`src/hdl/mat_params.svh`:
```
// constants for the monitor alarm and fast-trip flag bank
// assumes inclusion by the design modules by bare name; mat_pkg.sv does not include it
`ifndef MAT_PARAMS_SVH
`define MAT_PARAMS_SVH

////////////////////////////////////////////////////////////////////////////////
// register offsets
`define MAT_ADDR_RSVD_EXT    8'h6f
`define MAT_ADDR_ALARM_PRI   8'h70
`define MAT_ADDR_ALARM_SEC   8'h71
`define MAT_ADDR_RSVD_GAP    8'h72
`define MAT_ADDR_TRIP        8'h73

////////////////////////////////////////////////////////////////////////////////
// mask table bytes and select bit
`define MAT_MASK_FIRST_BYTE  8'hf8
`define MAT_MASK_LAST_BYTE   8'hfb
`define MAT_MASK_SEL_BYTE    8'hda
`define MAT_MASK_SEL_BIT     0

////////////////////////////////////////////////////////////////////////////////
// field positions
`define MAT_SEC_HI_BIT       7
`define MAT_SEC_LO_BIT       6
`define MAT_SEC_IRQ_BIT      0
`define MAT_TRIP_BITS        5

////////////////////////////////////////////////////////////////////////////////
// reset values
`define MAT_TRIP_RESET       8'h00
`define MAT_READ_IDLE        8'h00

`endif

```
`src/hdl/mat_pkg.sv`:
```
// types shared by the alarm and fast-trip flag bank
// assumes mat_params.svh is on the include path
package mat_pkg;
    typedef logic [15:0] mat_word_t;
    typedef logic [7:0]  mat_byte_t;
    // fast-trip flag order, bit 4 downward
    typedef struct packed {
        logic bias_warn_trip;
        logic bias_alarm_trip;
        logic signal_loss_trip;
        logic tx_power_low_trip;
        logic tx_power_high_trip;
    } mat_trip_t;
endpackage : mat_pkg

```
`src/hdl/mat_trip_if.sv`:
```
// carrier between the flag bank and its fast-trip latch
// assumes one clock shared by both ends
`timescale 1ns/1ps
interface mat_trip_if;
    logic              latch_mode;
    logic              clear_wr;
    logic [4:0]        clear_data;
    mat_pkg::mat_trip_t flags;

    modport trip (input latch_mode, input clear_wr, input clear_data, output flags);
    modport bank (output latch_mode, output clear_wr, output clear_data, input flags);
endinterface : mat_trip_if

```
`src/hdl/mat_trip.sv`:
```
// fast-trip comparator synchroniser and flag latch
// assumes comparator levels arrive asynchronously from analog pins
`timescale 1ns/1ps
`include "mat_params.svh"
module mat_trip (
    // clock and reset
    input  wire logic       clk,
    input  wire logic       rst,
    // raw comparator levels, bit 0 high power .. bit 4 bias warning
    input  wire logic [4:0] cmp_raw,
    // bank side
    mat_trip_if.trip        tif
);
    logic [4:0] sync_a;
    logic [4:0] sync_b;
    logic [4:0] flags_q;
    logic [4:0] next_flags;

    // two-stage synchroniser, first stage read only by second
    always_ff @(posedge clk) begin
        if (rst) begin
            sync_a <= 5'h00;
            sync_b <= 5'h00;
        end else begin
            sync_a <= cmp_raw;
            sync_b <= sync_a;
        end
    end

    // latched flags: write of 0 clears, a live trip in the same cycle wins
    always_comb begin
        if (!tif.latch_mode) begin
            next_flags = sync_b;
        end else if (tif.clear_wr) begin
            next_flags = (flags_q & tif.clear_data) | sync_b;
        end else begin
            next_flags = flags_q | sync_b;
        end
    end

    // flag register
    always_ff @(posedge clk) begin
        if (rst) begin
            flags_q <= 5'(`MAT_TRIP_RESET);
        end else begin
            flags_q <= next_flags;
        end
    end

    assign tif.flags = flags_q;
endmodule : mat_trip

```
`src/hdl/mat_flag_bank.sv`:
```
// alarm flag bank, masked interrupt and fast-trip flag byte
// assumes measurements, limits, warnings and masks come from logic on clk;
// the register port is the device's internal memory port behind the serial interface
`timescale 1ns/1ps
`include "mat_params.svh"
module mat_flag_bank #(
    parameter int CHANNELS = 5
) (
    // clock and reset
    input  wire logic                       clk,
    input  wire logic                       rst,

    // conversion results, channel 0 temperature (signed),
    // 1 supply, 2 input one, 3 input two, 4 third_monitor_input
    input  wire logic [CHANNELS-1:0]        conv_done,
    input  wire mat_pkg::mat_word_t [CHANNELS-1:0] meas,
    input  wire mat_pkg::mat_word_t [CHANNELS-1:0] limit_high,
    input  wire mat_pkg::mat_word_t [CHANNELS-1:0] limit_low,

    // warning bytes kept elsewhere, [7:0] first byte, [15:8] second
    input  wire logic [15:0]                warn_flags,

    // mask tables, byte F8h in [7:0] .. FBh in [31:24]
    input  wire logic [31:0]                mask_table_a,
    input  wire logic [31:0]                mask_table_b,
    input  wire logic                       mask_select,

    // fast-trip comparators (asynchronous) and latch mode
    input  wire logic [4:0]                 trip_cmp,
    input  wire logic                       trip_latch_mode,

    // register port
    input  wire logic [7:0]                 reg_addr,
    input  wire logic                       reg_rd,
    input  wire logic                       reg_wr,
    input  wire logic [7:0]                 reg_wdata,
    output logic [7:0]                      reg_rdata,
    output logic                            reg_rvalid,

    // status outputs
    output logic                            masked_irq_out,
    output logic [CHANNELS-1:0]             chan_valid
);

    ////////////////////////////////////////////////////////////////////////////
    // declarations

    logic [CHANNELS-1:0] alarm_high;
    logic [CHANNELS-1:0] alarm_low;
    logic [CHANNELS-1:0] valid_q;
    logic [7:0]          alarm_primary;
    logic [7:0]          alarm_secondary;
    logic [7:0]          trip_byte;
    logic [31:0]         mask_active;
    logic                irq_q;
    logic                next_irq;
    logic [7:0]          next_rdata;
    logic                next_rvalid;
    logic                trip_wr;

    mat_trip_if tif ();

    ////////////////////////////////////////////////////////////////////////////
    // per-channel limit comparison

    genvar g;
    generate
        for (g = 0; g < CHANNELS; g++) begin : g_chan
            logic above;
            logic below;

            // temperature is two's complement, the rest unsigned
            always_comb begin
                if (g == 0) begin
                    above = $signed(meas[g]) > $signed(limit_high[g]);
                    below = $signed(meas[g]) < $signed(limit_low[g]);
                end else begin
                    above = meas[g] > limit_high[g];
                    below = meas[g] < limit_low[g];
                end
            end

            // flags follow each finished conversion, held in between
            always_ff @(posedge clk) begin
                if (rst) begin
                    alarm_high[g] <= 1'b0;
                    alarm_low[g]  <= 1'b0;
                end else if (conv_done[g]) begin
                    alarm_high[g] <= above;
                    alarm_low[g]  <= below;
                end
            end

            // a channel's flags mean nothing until its first conversion
            always_ff @(posedge clk) begin
                if (rst) begin
                    valid_q[g] <= 1'b0;
                end else if (conv_done[g]) begin
                    valid_q[g] <= 1'b1;
                end
            end
        end
    endgenerate

    ////////////////////////////////////////////////////////////////////////////
    // alarm byte images, invalid channels read 0

    // first alarm byte: temperature, supply, input one, input two
    assign alarm_primary[7] = alarm_high[0] & valid_q[0];
    assign alarm_primary[6] = alarm_low[0]  & valid_q[0];
    assign alarm_primary[5] = alarm_high[1] & valid_q[1];
    assign alarm_primary[4] = alarm_low[1]  & valid_q[1];
    assign alarm_primary[3] = alarm_high[2] & valid_q[2];
    assign alarm_primary[2] = alarm_low[2]  & valid_q[2];
    assign alarm_primary[1] = alarm_high[3] & valid_q[3];
    assign alarm_primary[0] = alarm_low[3]  & valid_q[3];

    // second alarm byte: third input, reserved zeros, interrupt
    always_comb begin
        alarm_secondary                   = 8'h00;
        alarm_secondary[`MAT_SEC_HI_BIT]  = alarm_high[4] & valid_q[4];
        alarm_secondary[`MAT_SEC_LO_BIT]  = alarm_low[4]  & valid_q[4];
        alarm_secondary[`MAT_SEC_IRQ_BIT] = irq_q;
    end

    ////////////////////////////////////////////////////////////////////////////
    // masked interrupt

    // table choice follows the select bit; a mask bit of 1 hides its flag
    assign mask_active = mask_select ? mask_table_b : mask_table_a;

    // interrupt bit itself and reserved bits never feed back
    always_comb begin
        next_irq = |(alarm_primary & ~mask_active[7:0])
                 | |(alarm_secondary & 8'hc0 & ~mask_active[15:8])
                 | |(warn_flags[7:0] & ~mask_active[23:16])
                 | |(warn_flags[15:8] & ~mask_active[31:24]);
    end

    // interrupt register, all masked gives a steady 0
    always_ff @(posedge clk) begin
        if (rst) begin
            irq_q <= 1'b0;
        end else begin
            irq_q <= next_irq;
        end
    end

    ////////////////////////////////////////////////////////////////////////////
    // fast-trip latch

    assign trip_wr        = reg_wr && (reg_addr == `MAT_ADDR_TRIP);
    assign tif.latch_mode = trip_latch_mode;
    assign tif.clear_wr   = trip_wr;
    assign tif.clear_data = reg_wdata[4:0];

    mat_trip u_trip (
        .clk     (clk),
        .rst     (rst),
        .cmp_raw (trip_cmp),
        .tif     (tif.trip)
    );

    // top bits forced to zero
    assign trip_byte = {3'b000, tif.flags};

    ////////////////////////////////////////////////////////////////////////////
    // register read

    // reserved and unmapped offsets read 00h; writes elsewhere are dropped
    always_comb begin
        next_rvalid = reg_rd;
        next_rdata  = `MAT_READ_IDLE;
        if (reg_rd) begin
            case (reg_addr)
                `MAT_ADDR_ALARM_PRI: next_rdata = alarm_primary;
                `MAT_ADDR_ALARM_SEC: next_rdata = alarm_secondary;
                `MAT_ADDR_TRIP:      next_rdata = trip_byte;
                `MAT_ADDR_RSVD_EXT:  next_rdata = `MAT_READ_IDLE;
                `MAT_ADDR_RSVD_GAP:  next_rdata = `MAT_READ_IDLE;
                default:             next_rdata = `MAT_READ_IDLE;
            endcase
        end
    end

    // read data register, answer one cycle after the strobe
    always_ff @(posedge clk) begin
        if (rst) begin
            reg_rdata  <= `MAT_READ_IDLE;
            reg_rvalid <= 1'b0;
        end else begin
            reg_rdata  <= next_rdata;
            reg_rvalid <= next_rvalid;
        end
    end

    ////////////////////////////////////////////////////////////////////////////
    // status outputs

    // interrupt pin mirrors the register bit
    always_ff @(posedge clk) begin
        if (rst) begin
            masked_irq_out <= 1'b0;
        end else begin
            masked_irq_out <= next_irq;
        end
    end

    // channel-valid view for the rest of the device
    always_ff @(posedge clk) begin
        if (rst) begin
            chan_valid <= '0;
        end else begin
            chan_valid <= valid_q | conv_done;
        end
    end

endmodule : mat_flag_bank

```
`config.mk`:
```
export PLATFORM = sky130hd
export DESIGN_NAME = mat_flag_bank
export DESIGN_NICKNAME = d
export VERILOG_FILES = /design/src/hdl/mat_pkg.sv /design/src/hdl/mat_trip_if.sv /design/src/hdl/mat_trip.sv /design/src/hdl/mat_flag_bank.sv
export VERILOG_INCLUDE_DIRS = /design/src /design/src/hdl
export SDC_FILE = /design/constraint.sdc
export NUM_CORES = 1
export LEC_CHECK = 0
export ABC_AREA = 1
export BUFFER_PORTS_ARGS = -buffer_cell sky130_fd_sc_hd__buf_2
export CAP_MARGIN = 10
export CORE_AREA = 2 2 141 143
export CTS_CLUSTER_DIAMETER = 150
export CTS_CLUSTER_SIZE = 16
export DETAILED_ROUTE_END_ITERATION = 6
export DIE_AREA = 0 0 143 145
export PLACE_DENSITY = 0.67
export SLEW_MARGIN = 20
export SYNTH_ARGS = -nofsm -noshare
export SYNTH_HDL_FRONTEND = slang
export SYNTH_SLANG_ARGS = --single-unit
```
`constraint.sdc`:
```
create_clock -name clk -period 1.2 [get_ports clk]
set_clock_uncertainty 0.1 [all_clocks]
set_input_delay 0.12 -clock clk [delete_from_list [all_inputs] [get_ports clk]]
set_output_delay 0.12 -clock clk [all_outputs]
set_load 0.01 [all_outputs]
```
==> impl_results.md, run 1 <==
* Initial antenna violation count at 3
* Switching pwr at roughly 1800 uW
* WP buf/inv at 1
* Final min period at 1.206 ns
* Die Span Y at between 100 and 150 um
* Syn Nets at 1425
* Data required, critical path at 1.28 ns
* Share of cells above drive strength 1 at 0.3679
* Most common cell on crit path: nand2_2
* FFs w/ async S/R, synth at 0
* Critical Path Start: valid_q[4]
* Sequential share of power at 0.279
* Critical path's top delay family: simple AND/OR/NAND/NOR gates
* Violated checks: setup timing
* Worst path slowest cell: dfxtp_2
* Row count at 51
* Total CTS buffers at 5
* Largest family of logic cells by synthesized area: adder cells
* Leakage at between 0.005 and 0.006 uW
* RSZ-0062 raised after global routing: true
* First-pass DRT Iterations at 4
* Post-synthesis xor/xnor area fraction at 0
* Int Power at approximately 4000 uW
* Reg-to-Reg Start: valid_q[4]
* Rel. slew slack at 0.8020
* Leading area contributor after synthesis: ha_1
* Setup violations, final at 1
* Max-cap check violation count at 0
* Die width at approximately 140 um
* WL/cell at 12.27 um
* Peak VDD IR at ~470 uV
* Post-Place Setup Slack at -0.2790 ns
* CP Class: reg2reg
* Fin. Hold Viols at 0
* Fmax at 829.2 MHz
* DRT iter0 DRCs at 158
* Max Root-Sink Buffers at 2
* Fin nets at 1827
* Comb pwr share at 0.411
* Distinct cells, synth at 30
* Mux contribution to synthesized area at 0
* Fillers at 1968
* Simple-gate area share of the yosys netlist at 0.2465
* Global-route usage over all layers at 0.1791
* Number of I/O pins at 367
* Area of the core at 19210 um2
* Cell area after synthesis at 5964 um2
* Most numerous cell in the Yosys netlist: inv_1
* Commonest cells in the netlist: 209 x inv_1, 207 x nand2_1, 155 x ha_1, 93 x a21oi_1, 72 x nor2_1
* Global-route wire length before repair at 30.17 mm
* Sequential share of the synthesized area at 0.1510
* Syn Inst Count at ~920
* Via Count at roughly 7k
* Run status: finished with violations
* Hold Crit Start: reg_rd
* Largest net degree at the start of global routing at 21
* EDFF count, synth at 0
* CTS Root Buffer Type: clkbuf_16
* DR DRC count at 0
* Input/output buffers at 351
* H-tree depth at 2
* Crit path capture type: flop
* Clock power share at 0.310
* Pwr dens at around 640 nW/um2
* Area growth, synth to finish at 50.79%
* CP Cell Sequence: nand2_2, inv_4, nand3_2, nand2_2, nor3_2, nand4_1, nor2_2, a21oi_1
* Period Utilization, post-route at 1.005
* Clock sink total at 45
* Total grt overflow at 0
* Full die area at 20740 um2
* Remaining antenna violation count at 0
* CP Launch Type: flop
* Top post-synthesis cells by area: ha_1 33%, dfxtp_1 15%, inv_1 13%
* Final WS setup at -0.005980 ns
* CP Max Fanout at 2
* CTS tree: yes
* Slew @ Worst Pin at 0.2970 ns
* Post-synth top flop: dfxtp_1
* Vias per cell at 4.396
* Area share of the largest cell type after synthesis at 0.3252
* Total Routed Length at 19.52 mm
* HP Class: in2reg
* Insertion delay to the later sink of the worst-skew pair at 0.29 ns
* Total power at ~5800 uW
* Yosys warning count at 0
* Starting Density at 0.3105
* Synth Register Bits at 45
* Sw frac at 0.3144
* Routability cong. at between 0.8 and 0.9
* Finished Core Util at 0.4682
* Vias in the first global route at between 6k and 7k
* DP Wirelength at 17.52 mm
* Slew Limit Fails at 0
* Mean post-synth cell area at 6.497 um2
* CTS clock-pin slew for the worst setup and hold paths at 0.06 ns
* Slowest cell delay on critical path at 0.33 ns
* Adder-Cell Fraction of Synth Area at 0.3252
* Fraction of the mapped netlist area in compound gates at 0.1332
* WP data arrival at approximately 1.3 ns
-- metal layers --
layer,global-route usage,part of all wire,vias to the layer above
met5,0,0,-
met4,0.04455,0.019,0
met3,0.03729,0.069,30
met2,0.3232,0.49,220
met1,0.2136,0.43,2981
li1,-,-,3758
-- cell usage in the layout, fill, tap and decap left out, drive strengths merged --
cell type and count:
bufinv 2, a21boi 1, a31oi 8, o21a 8, nand4 18, o21bai 1
a21oi 93, a211oi 4, dfxtp 45, o211ai 6, ha 155, o21ai 21
dlygate4sd3 9, diode 4, clkinv 1, buf 394, nor3 15, inv 213
nor2 73, a21o 2, nand2 208, nand3 38, clkbuf 6
-- power by group through the flow --
stage / sequential, uW / clock [uW] / combinational, uW
2_1_floorplan: 1640 / 0 / 1190
3_3_place_gp: 1640 / 0 / 2200
3_5_place_dp: 1640 / 0 / 2240
4_1_cts: 1610 / 1840 / 2290
5_1_grt: 1620 / 1900 / 2750
6_report: 1610 / 1800 / 2380
-- flip-flops by register name, indices dropped and copies added, names as in the netlist --
register	cells
reg_rdata	8
u_trip.sync_b	5
chan_valid	5
alarm_low	5
masked_irq_out	1
alarm_high	5
valid_q	5
u_trip.tif.flags	5
u_trip.sync_a	5
reg_rvalid	1
-- tightest hold or removal path: cells and delay by family --
kind,cells,cell delay [ns]
and+or+nand+nor,1,0.06
buffers and inverters,2,0.18
-- metrics by stage --
stage | hold WS (ns) | instances | cell area, um2 | setup TNS, ns
3_5_place_dp | 0.2267 | 1566 | 8428 | -4.687
4_1_cts | 0.009218 | 1583 | 8735 | -0.05236
6_report | 0.01382 | 1590 | 8994 | -0.005980
3_3_place_gp | 0.2307 | 1566 | 8428 | -4.335
2_1_floorplan | 0.1136 | 918 | 6077 | -0.05357
5_1_grt | 0.02510 | 1588 | 8989 | -0.1925
-- path summary, 6_finish.rpt --
| check | cells after the start | slack [ns] | end |
|---|---|---|---|
| min reg2reg | 2 | 0.30 | u_trip.sync_b[0] |
| max | 8 | -0.006 | masked_irq_out |
| max reg2reg | 8 | -0.006 | masked_irq_out |
| min | 3 | 0.01 | reg_rvalid |
-- logic make-up (layout without fill, tap and decap cells) --
group                    after synthesis  in the layout
other                                  0              4
AND/OR/NAND/NOR                      352            352
flip-flops                            45             45
adder cells (fa/ha/maj)              155            155
buffers and inverters                222            625
AO/OA/AOI/OAI                        144            144
-- final cells by class --
type / instances / area [um2] / share of cell area
antenna: 4 / 10.01 / 0.001113
clock inverter: 3 / 65.06 / 0.007234
sequential: 45 / 907.1 / 0.1009
multi-input combinational: 651 / 4534 / 0.5042
inverter: 213 / 809.5 / 0.09001
tap: 265 / 331.6 / 0.03687
clock buffer: 5 / 125.1 / 0.01391
timing repair buffer: 404 / 2211 / 0.2458
-- repair_timing --
item,in CTS,in global routing
setup endpoints to repair,1,11
hold buffers,9,0
resized for setup,14,56
setup buffers,0,3
pin swaps,6,24
hold endpoints to repair,12,0
(Power assumes the default switching activity.)
==> run 2: changes to the inputs <==
==> constraint.sdc (replaced) <==
create_clock -name clk -period 1.2 [get_ports clk]
set_clock_uncertainty 0.1 [all_clocks]
set_input_delay 0.18 -clock clk [delete_from_list [all_inputs] [get_ports clk]]
set_output_delay 0.18 -clock clk [all_outputs]
set_load 0.01 [all_outputs]
==> run 2 against run 1 <==
The flow still finishes with violations (setup timing). Combinational power is 11% higher. First-iteration DRC count is 3.2% higher. Sequential share of layout area down 0.64 points. Worst setup slack worse by 0.0010 ns. Via count grew 1.2%. Non-clock buffer count down 8. Sequential power barely moved. Clock power down 21%. Core utilization rose by 3.0 points. Die area stayed put. Cell count shrank 0.75%. Worst hold slack lost 0.0066 ns. Largest power group unchanged.
==> impl_results.md, run 2 (synthesis results as in run 1) <==
* Run status: finished with violations
* Violated checks: setup timing
* Area growth, synth to finish at 60.52%
* Full die area at 20740 um2 (unchanged)
* RSZ-0062 raised after global routing: true
* Vias per cell at 4.480 (+1.9%)
* Final min period at 1.207 ns (+0.0009959 ns)
* Most common cell after layout, fill and taps aside: buf_2
* Placed cells at 1563 (-0.19%)
* Hold Crit Start: trip_cmp[0]
* Total CTS buffers at 5 (unchanged)
* Total grt overflow at 0 (unchanged)
* DR DRC count at 0 (unchanged)
* Insertion delay to the later sink of the worst-skew pair at 0.28 ns (about the same)
* Routability cong. at 0.8804 (-0.40%)
* WP data arrival at 1.26 ns (-0.02 ns)
* Die width at 143 um (unchanged)
* Final Hold Slack at 0.007215 ns (-0.006604 ns)
* Rel. slew slack at 0.7261 (-0.07595)
* CTS clock-pin slew for the worst setup and hold paths at 0.06 ns (about the same)
* Remaining antenna violation count at 0 (unchanged)
* R2r endpoint: masked_irq_out
* Global-route usage over all layers at 0.1761 (-0.002969)
* Via Count at 7070 (+1.2%)
* WL/cell at 12.71 um (+3.5%)
* CP Launch Type: flop
* Number of I/O pins at 367 (unchanged)
* CP Max Fanout at 3 (+1)
* Fin nets at 1819 (-0.44%)
* First-pass DRT Iterations at 7 (+3)
* Max-cap check violation count at 0 (unchanged)
* Slew @ Worst Pin at 0.4109 ns (+0.1139 ns)
* DP Wirelength at 17.10 mm (-2.4%)
* Final WS setup at -0.006976 ns (-0.0009959 ns)
* Dpl cell area at 8596 um2 (+2.0%)
* Antenna Cells at 0 (-4)
* Leakage at 0.005305 uW (-0.32%)
* WHS Endpoint: u_trip.sync_a[0]
* Post-route cell area at 9574 um2 (+6.5%)
* CP Class: reg2reg
* Total power at 5684 uW (-1.8%)
* Total Routed Length at 20.05 mm (+2.8%)
* Input/output buffers at 351 (unchanged)
* CTS tree: yes
* Setup violations, final at 1 (unchanged)
* Row count at 51 (unchanged)
* Largest net degree at the start of global routing at 35 (+67%)
* Vias in the first global route at 6828 (+1.3%)
* Fmax at 828.5 MHz (about the same)
* DRT iter0 DRCs at 163 (+3.2%)
* R2R setup slack at -0.007 ns (about the same)
* Die Span Y at 145 um (unchanged)
* Crit path capture type: flop
* CTS Root Buffer Type: clkbuf_16
* Setup TNS Final at -0.006976 ns (-0.0009959 ns)
* Most frequent cells in the layout: 331 x buf_2, 199 x nand2_1, 181 x inv_1
* Period Utilization, post-route at 1.006 (about the same)
* Reg-to-Reg Start: valid_q[4]
* Global-route wire length before repair at 29.84 mm (-1.1%)
* Max Root-Sink Buffers at 2 (unchanged)
* Data required, critical path at 1.26 ns (-0.02 ns)
* Area of the core at 19210 um2 (unchanged)
* Initial antenna violation count at 0 (-3)
* Pwr dens at 593.7 nW/um2 (-7.7%)
* Biggest register: reg_rdata
* HP Class: in2reg
* Clock sink total at 45 (unchanged)
* Starting Density at 0.3105 (unchanged)
* Peak VDD IR at 613.6 uV (+31%)
* Cell Count, Final, Fillers Out at 1578 (-0.75%)
* WHS Path Cells at 3 (unchanged)
* Slew Limit Fails at 0 (unchanged)
* Share of cells above drive strength 1 at 0.4196 (+0.05175)
* Fin. Hold Viols at 0 (unchanged)
* H-tree depth at 2 (unchanged)
* Largest register FFs at 8 (unchanged)
* Reg2reg path depth at 8 (unchanged)
==> run 2: cell types whose count changed in the layout (fill, tap and decap cells not counted), moves of 3 or more <==
cell / change
a21oi_1: -19
a21oi_2: +19
buf_2: -16
buf_6: +14
diode_2: -4
dlygate4sd3_1: -6
ha_1: -35
ha_4: +36
inv_1: -11
inv_4: +5
inv_6: +4
o21ai_0: -3
==> run 2: worst max path at each step <==
stage	start	end	slack, ns	cells past startpoint
2_1_floorplan	limit_low[15]	alarm_low[0]	-0.11	11
3_3_place_gp	meas[5]	alarm_low[0]	-0.33	10
3_5_place_dp	limit_high[3]	alarm_high[0]	-0.34	15
4_1_cts	valid_q[4]	masked_irq_out	-0.05	8
5_1_grt	alarm_high[4]	masked_irq_out	-0.11	8
6_report	valid_q[4]	masked_irq_out	-0.007	8
==> run 2: worst max-delay path, stage by stage (launching register included) <==
cell and delay [ns]:
dfxtp_2 0.33, nand2_2 0.07, inv_4 0.05, nand3_2 0.06, nand2_2 0.07, nor3_2 0.11, nand4_1 0.11, nor2_1 0.11
a21oi_1 0.07
==> run 2: routing by layer <==
| metal | vias to the layer above | part of all wire | GRT usage |
|---|---|---|---|
| met3 | 20 | 0.062 | 0.02739 |
| met1 | 3077 | 0.40 | 0.1976 |
| met5 | - | 0 | 0 |
| met2 | 227 | 0.52 | 0.3433 |
| li1 | 3746 | - | - |
| met4 | 0 | 0.016 | 0.03564 |
==> run 2: cell type report <==
cell class                      instances  area, um2
Fill cell                            1908       9633
Tap cell                              265      331.6
Timing Repair Buffer                  396       2261
Clock buffer                            6      138.9
Multi-Input combinational cell        651       5057
Inverter                              213      867.1
Clock inverter                          2      13.76
Sequential cell                        45      904.6
==> run 2: what timing repair did <==
action / CTS / global route
hold endpoints to repair: 3 / 0
setup endpoints to repair: 4 / 21
pin swaps: 10 / 39
hold buffers: 3 / 0
gates resized for setup: 17 / 123
setup buffers: 0 / 4
gates cloned: 0 / 0
==> run 2: per-stage QoR <==
step,utilization,worst slack [ns]
floorplan,-,-0.1136
global placement,0.4475,-0.3326
detailed placement,0.4475,-0.3374
CTS,0.4611,-0.05166
global route,0.4985,-0.1133
finish,0.4985,-0.006976
==> run 2: power by group <==
| part | switching (uW) | internal, uW |
|---|---|---|
| logic | 1300 | 1360 |
| clock network | 593 | 829 |
| registers | 36.8 | 1570 |
| total | 1930 | 3760 |
==> run 3: changes to the inputs <==
--- a/config.mk
+++ b/config.mk
@@ -14,7 +14,7 @@
 export CTS_CLUSTER_SIZE = 16
 export DETAILED_ROUTE_END_ITERATION = 6
 export DIE_AREA = 0 0 143 145
-export PLACE_DENSITY = 0.67
+export PLACE_DENSITY = 0.65
 export SLEW_MARGIN = 20
 export SYNTH_ARGS = -nofsm -noshare
 export SYNTH_HDL_FRONTEND = slang
==> constraint.sdc (replaced) <==
create_clock -name clk -period 1.39 [get_ports clk]
set_clock_uncertainty 0.1 [all_clocks]
set_input_delay 0.2085 -clock clk [delete_from_list [all_inputs] [get_ports clk]]
set_output_delay 0.2085 -clock clk [all_outputs]
set_load 0.01 [all_outputs]
==> run 3 against run 2 <==
The run now ends clean. Largest power group unchanged. Largest cell class unchanged. First-iteration DRC count is 20% lower. Clock-buffer cell count is the same. Non-clock buffer count down 21. Sequential cell count unchanged. Worst hold slack improved by 0.0045 ns. Sequential share of layout area up 1.3 points. Via count is 2.3% lower. Critical path type is now in2reg. Cell area down 12%. Die area is the same. Critical path depth up 1.
==> impl_results.md, run 3 (synthesis results as in run 1) <==
* Run status: complete, no violations
* First-pass DRT Iterations at 4 (-3)
* Most frequent cells in the layout: 351 x buf_2, 207 x inv_1, 205 x nand2_1
* CP Launch Type: input port
* Biggest register: reg_rdata
* H-tree depth at 2 (unchanged)
* Reg-to-Reg Start: valid_q[2]
* Vias per cell at 4.435 (-1.0%)
* Peak VDD IR at 411.5 uV (-33%)
* Leakage at 0.005156 uW (-2.8%)
* CTS clock-pin slew for the worst setup and hold paths at 0.07 ns (about the same)
* Total CTS buffers at 5 (unchanged)
* Fmax at ~770 MHz
* Slowest cell delay on critical path at 0.25 ns (-0.08 ns)
* Data required, critical path at 1.47 ns (+0.21 ns)
* Full die area at 20740 um2 (unchanged)
* RSZ-0062 raised after global routing: false
* Setup violations, final at 0 (-1)
* Fin nets at 1798 (-1.2%)
* Number of I/O pins at 367 (unchanged)
* Max-cap check violation count at 0 (unchanged)
* Global-route wire length before repair at 29.80 mm (-0.11%)
* Routability cong. at 0.8890 (+0.98%)
* Clock sink total at 45 (unchanged)
* Reg2reg path depth at 6 (-2)
* Final min period at around 1.3 ns
* Period Utilization, post-route at 0.9318
* WHS Endpoint: u_trip.sync_a[3]
* DR DRC count at 0 (unchanged)
* Vias in the first global route at 6658 (-2.5%)
* DP Wirelength at 17.06 mm (-0.24%)
* Crit path capture type: flop
* WL/cell at 12.06 um (-5.1%)
* Total grt overflow at 0 (unchanged)
* WP data arrival at 1.37 ns (+0.11 ns)
* Antenna Cells at 0 (unchanged)
* Worst path slowest cell: ha_1
* Max Root-Sink Buffers at 2 (unchanged)
* Slew Limit Fails at 0 (unchanged)
* Total Routed Length at 18.77 mm (-6.4%)
* WP buf/inv at 2 (+1)
* CP Cell Sequence: buf_2, inv_1, ha_1, a21o_1, a21oi_1, a21boi_1, a21oi_1, nor2_1, nor2_1
* Area growth, synth to finish at 40.53%
* Slew @ Worst Pin at 0.3944 ns (-0.01644 ns)
* Final WS setup at 0.09479 ns (+0.1018 ns)
* Placed cells at 1549 (-0.90%)
* Insertion delay to the later sink of the worst-skew pair at 0.29 ns (about the same)
* Cell Count, Final, Fillers Out at 1557 (-1.3%)
* HP Class: in2reg
* CTS Root Buffer Type: clkbuf_16
* Most common cell after layout, fill and taps aside: buf_2
* Critical path's top delay family: compound AO/OA/AOI/OAI gates
* Die Span Y at 145 um (unchanged)
* Die width at 143 um (unchanged)
* CP Class: in2reg
* Via Count at 6906 (-2.3%)
* Pwr dens at 548.8 nW/um2 (-7.6%)
* Initial antenna violation count at 1 (+1)
* Final Hold Slack at 0.01176 ns (+0.004540 ns)
* Rel. slew slack at 0.7370 (+0.01096)
* CTS tree: yes
* Post-Place Setup Slack at -0.1962 ns (+0.1411 ns)
* WHS Path Cells at 3 (unchanged)
* CP Max Fanout at 2 (-1)
* DRT iter0 DRCs at 130 (-20%)
* Largest register FFs at 8 (unchanged)
* Largest net degree at the start of global routing at 35 (unchanged)
* Row count at 51 (unchanged)
* Setup TNS Final at 0 ns (+0.006976 ns)
* Remaining antenna violation count at 0 (unchanged)
* Global-route usage over all layers at 0.1752 (-0.0009277)
* Area of the core at 19210 um2 (unchanged)
* Share of cells above drive strength 1 at 0.3119 (-0.1077)
* R2R setup slack at 0.12 ns (+0.13 ns)
* Starting Density at 0.3105 (unchanged)
* Hold Crit Start: trip_cmp[3]
* Fin. Hold Viols at 0 (unchanged)
* Input/output buffers at 351 (unchanged)
* R2r endpoint: masked_irq_out
[run 3: cell types whose count changed in the layout (fill, tap and decap cells not counted), sizes merged]
cell	delta
dlygate4sd3	-3
bufinv	+1
buf	-18
clkinv	-1
[run 3: report_power, final]
part	leakage (uW)	switching, uW	internal [uW]
registers	0.000371	35.0	1360
logic	0.00470	929	913
clock network	0.0000810	513	853
total	0.00516	1480	3120
[run 3: layout make-up]
type	instances	area, um2
fill	2032	10830
multi-input combinational	651	4229
timing repair buffer	375	1949
sequential	45	902.1
inverter	213	802.0
tap	265	331.6
clock buffer	6	128.9
clock inverter	2	38.79
[run 3: worst min-delay path, cell delays in order]
cell and delay (ns):
buf_2 0.07, inv_1 0.03, nor2_1 0.06
[run 3: worst max-delay path by stage]
stage	slack (ns)	end	cells after the start	start
floorplan	0.008	alarm_low[0]	8	limit_low[13]
global placement	-0.20	alarm_low[0]	9	limit_low[13]
global route	0.003	masked_irq_out	6	valid_q[3]
finish	0.09	alarm_low[0]	9	limit_low[13]
CTS	0.01	masked_irq_out	8	alarm_high[4]
detailed placement	-0.20	alarm_low[0]	9	limit_low[13]
[run 3: routing by layer]
metal	global-route usage	wire [um]
met5	0	16
met4	0.04059	303
met3	0.03003	1142
met2	0.3335	9292
met1	0.1995	8019
[run 3: timing repair]
| action | CTS | global route |
|---|---|---|
| hold buffers | 0 | 0 |
| gates resized for setup | 1 | 10 |
| endpoints found under the setup margin | 1 | 4 |
| pin swaps | 1 | 3 |
| buffers inserted | 0 | 0 |
[run 3: metrics by stage]
step / area [um2] / utilization / power [uW]
floorplan: 5964 / - / 2413
global placement: 8188 / 0.4263 / 3230
detailed placement: 8188 / 0.4263 / 3268
CTS: 8358 / 0.4352 / 4663
global route: 8382 / 0.4364 / 5015
finish: 8382 / 0.4364 / 4600
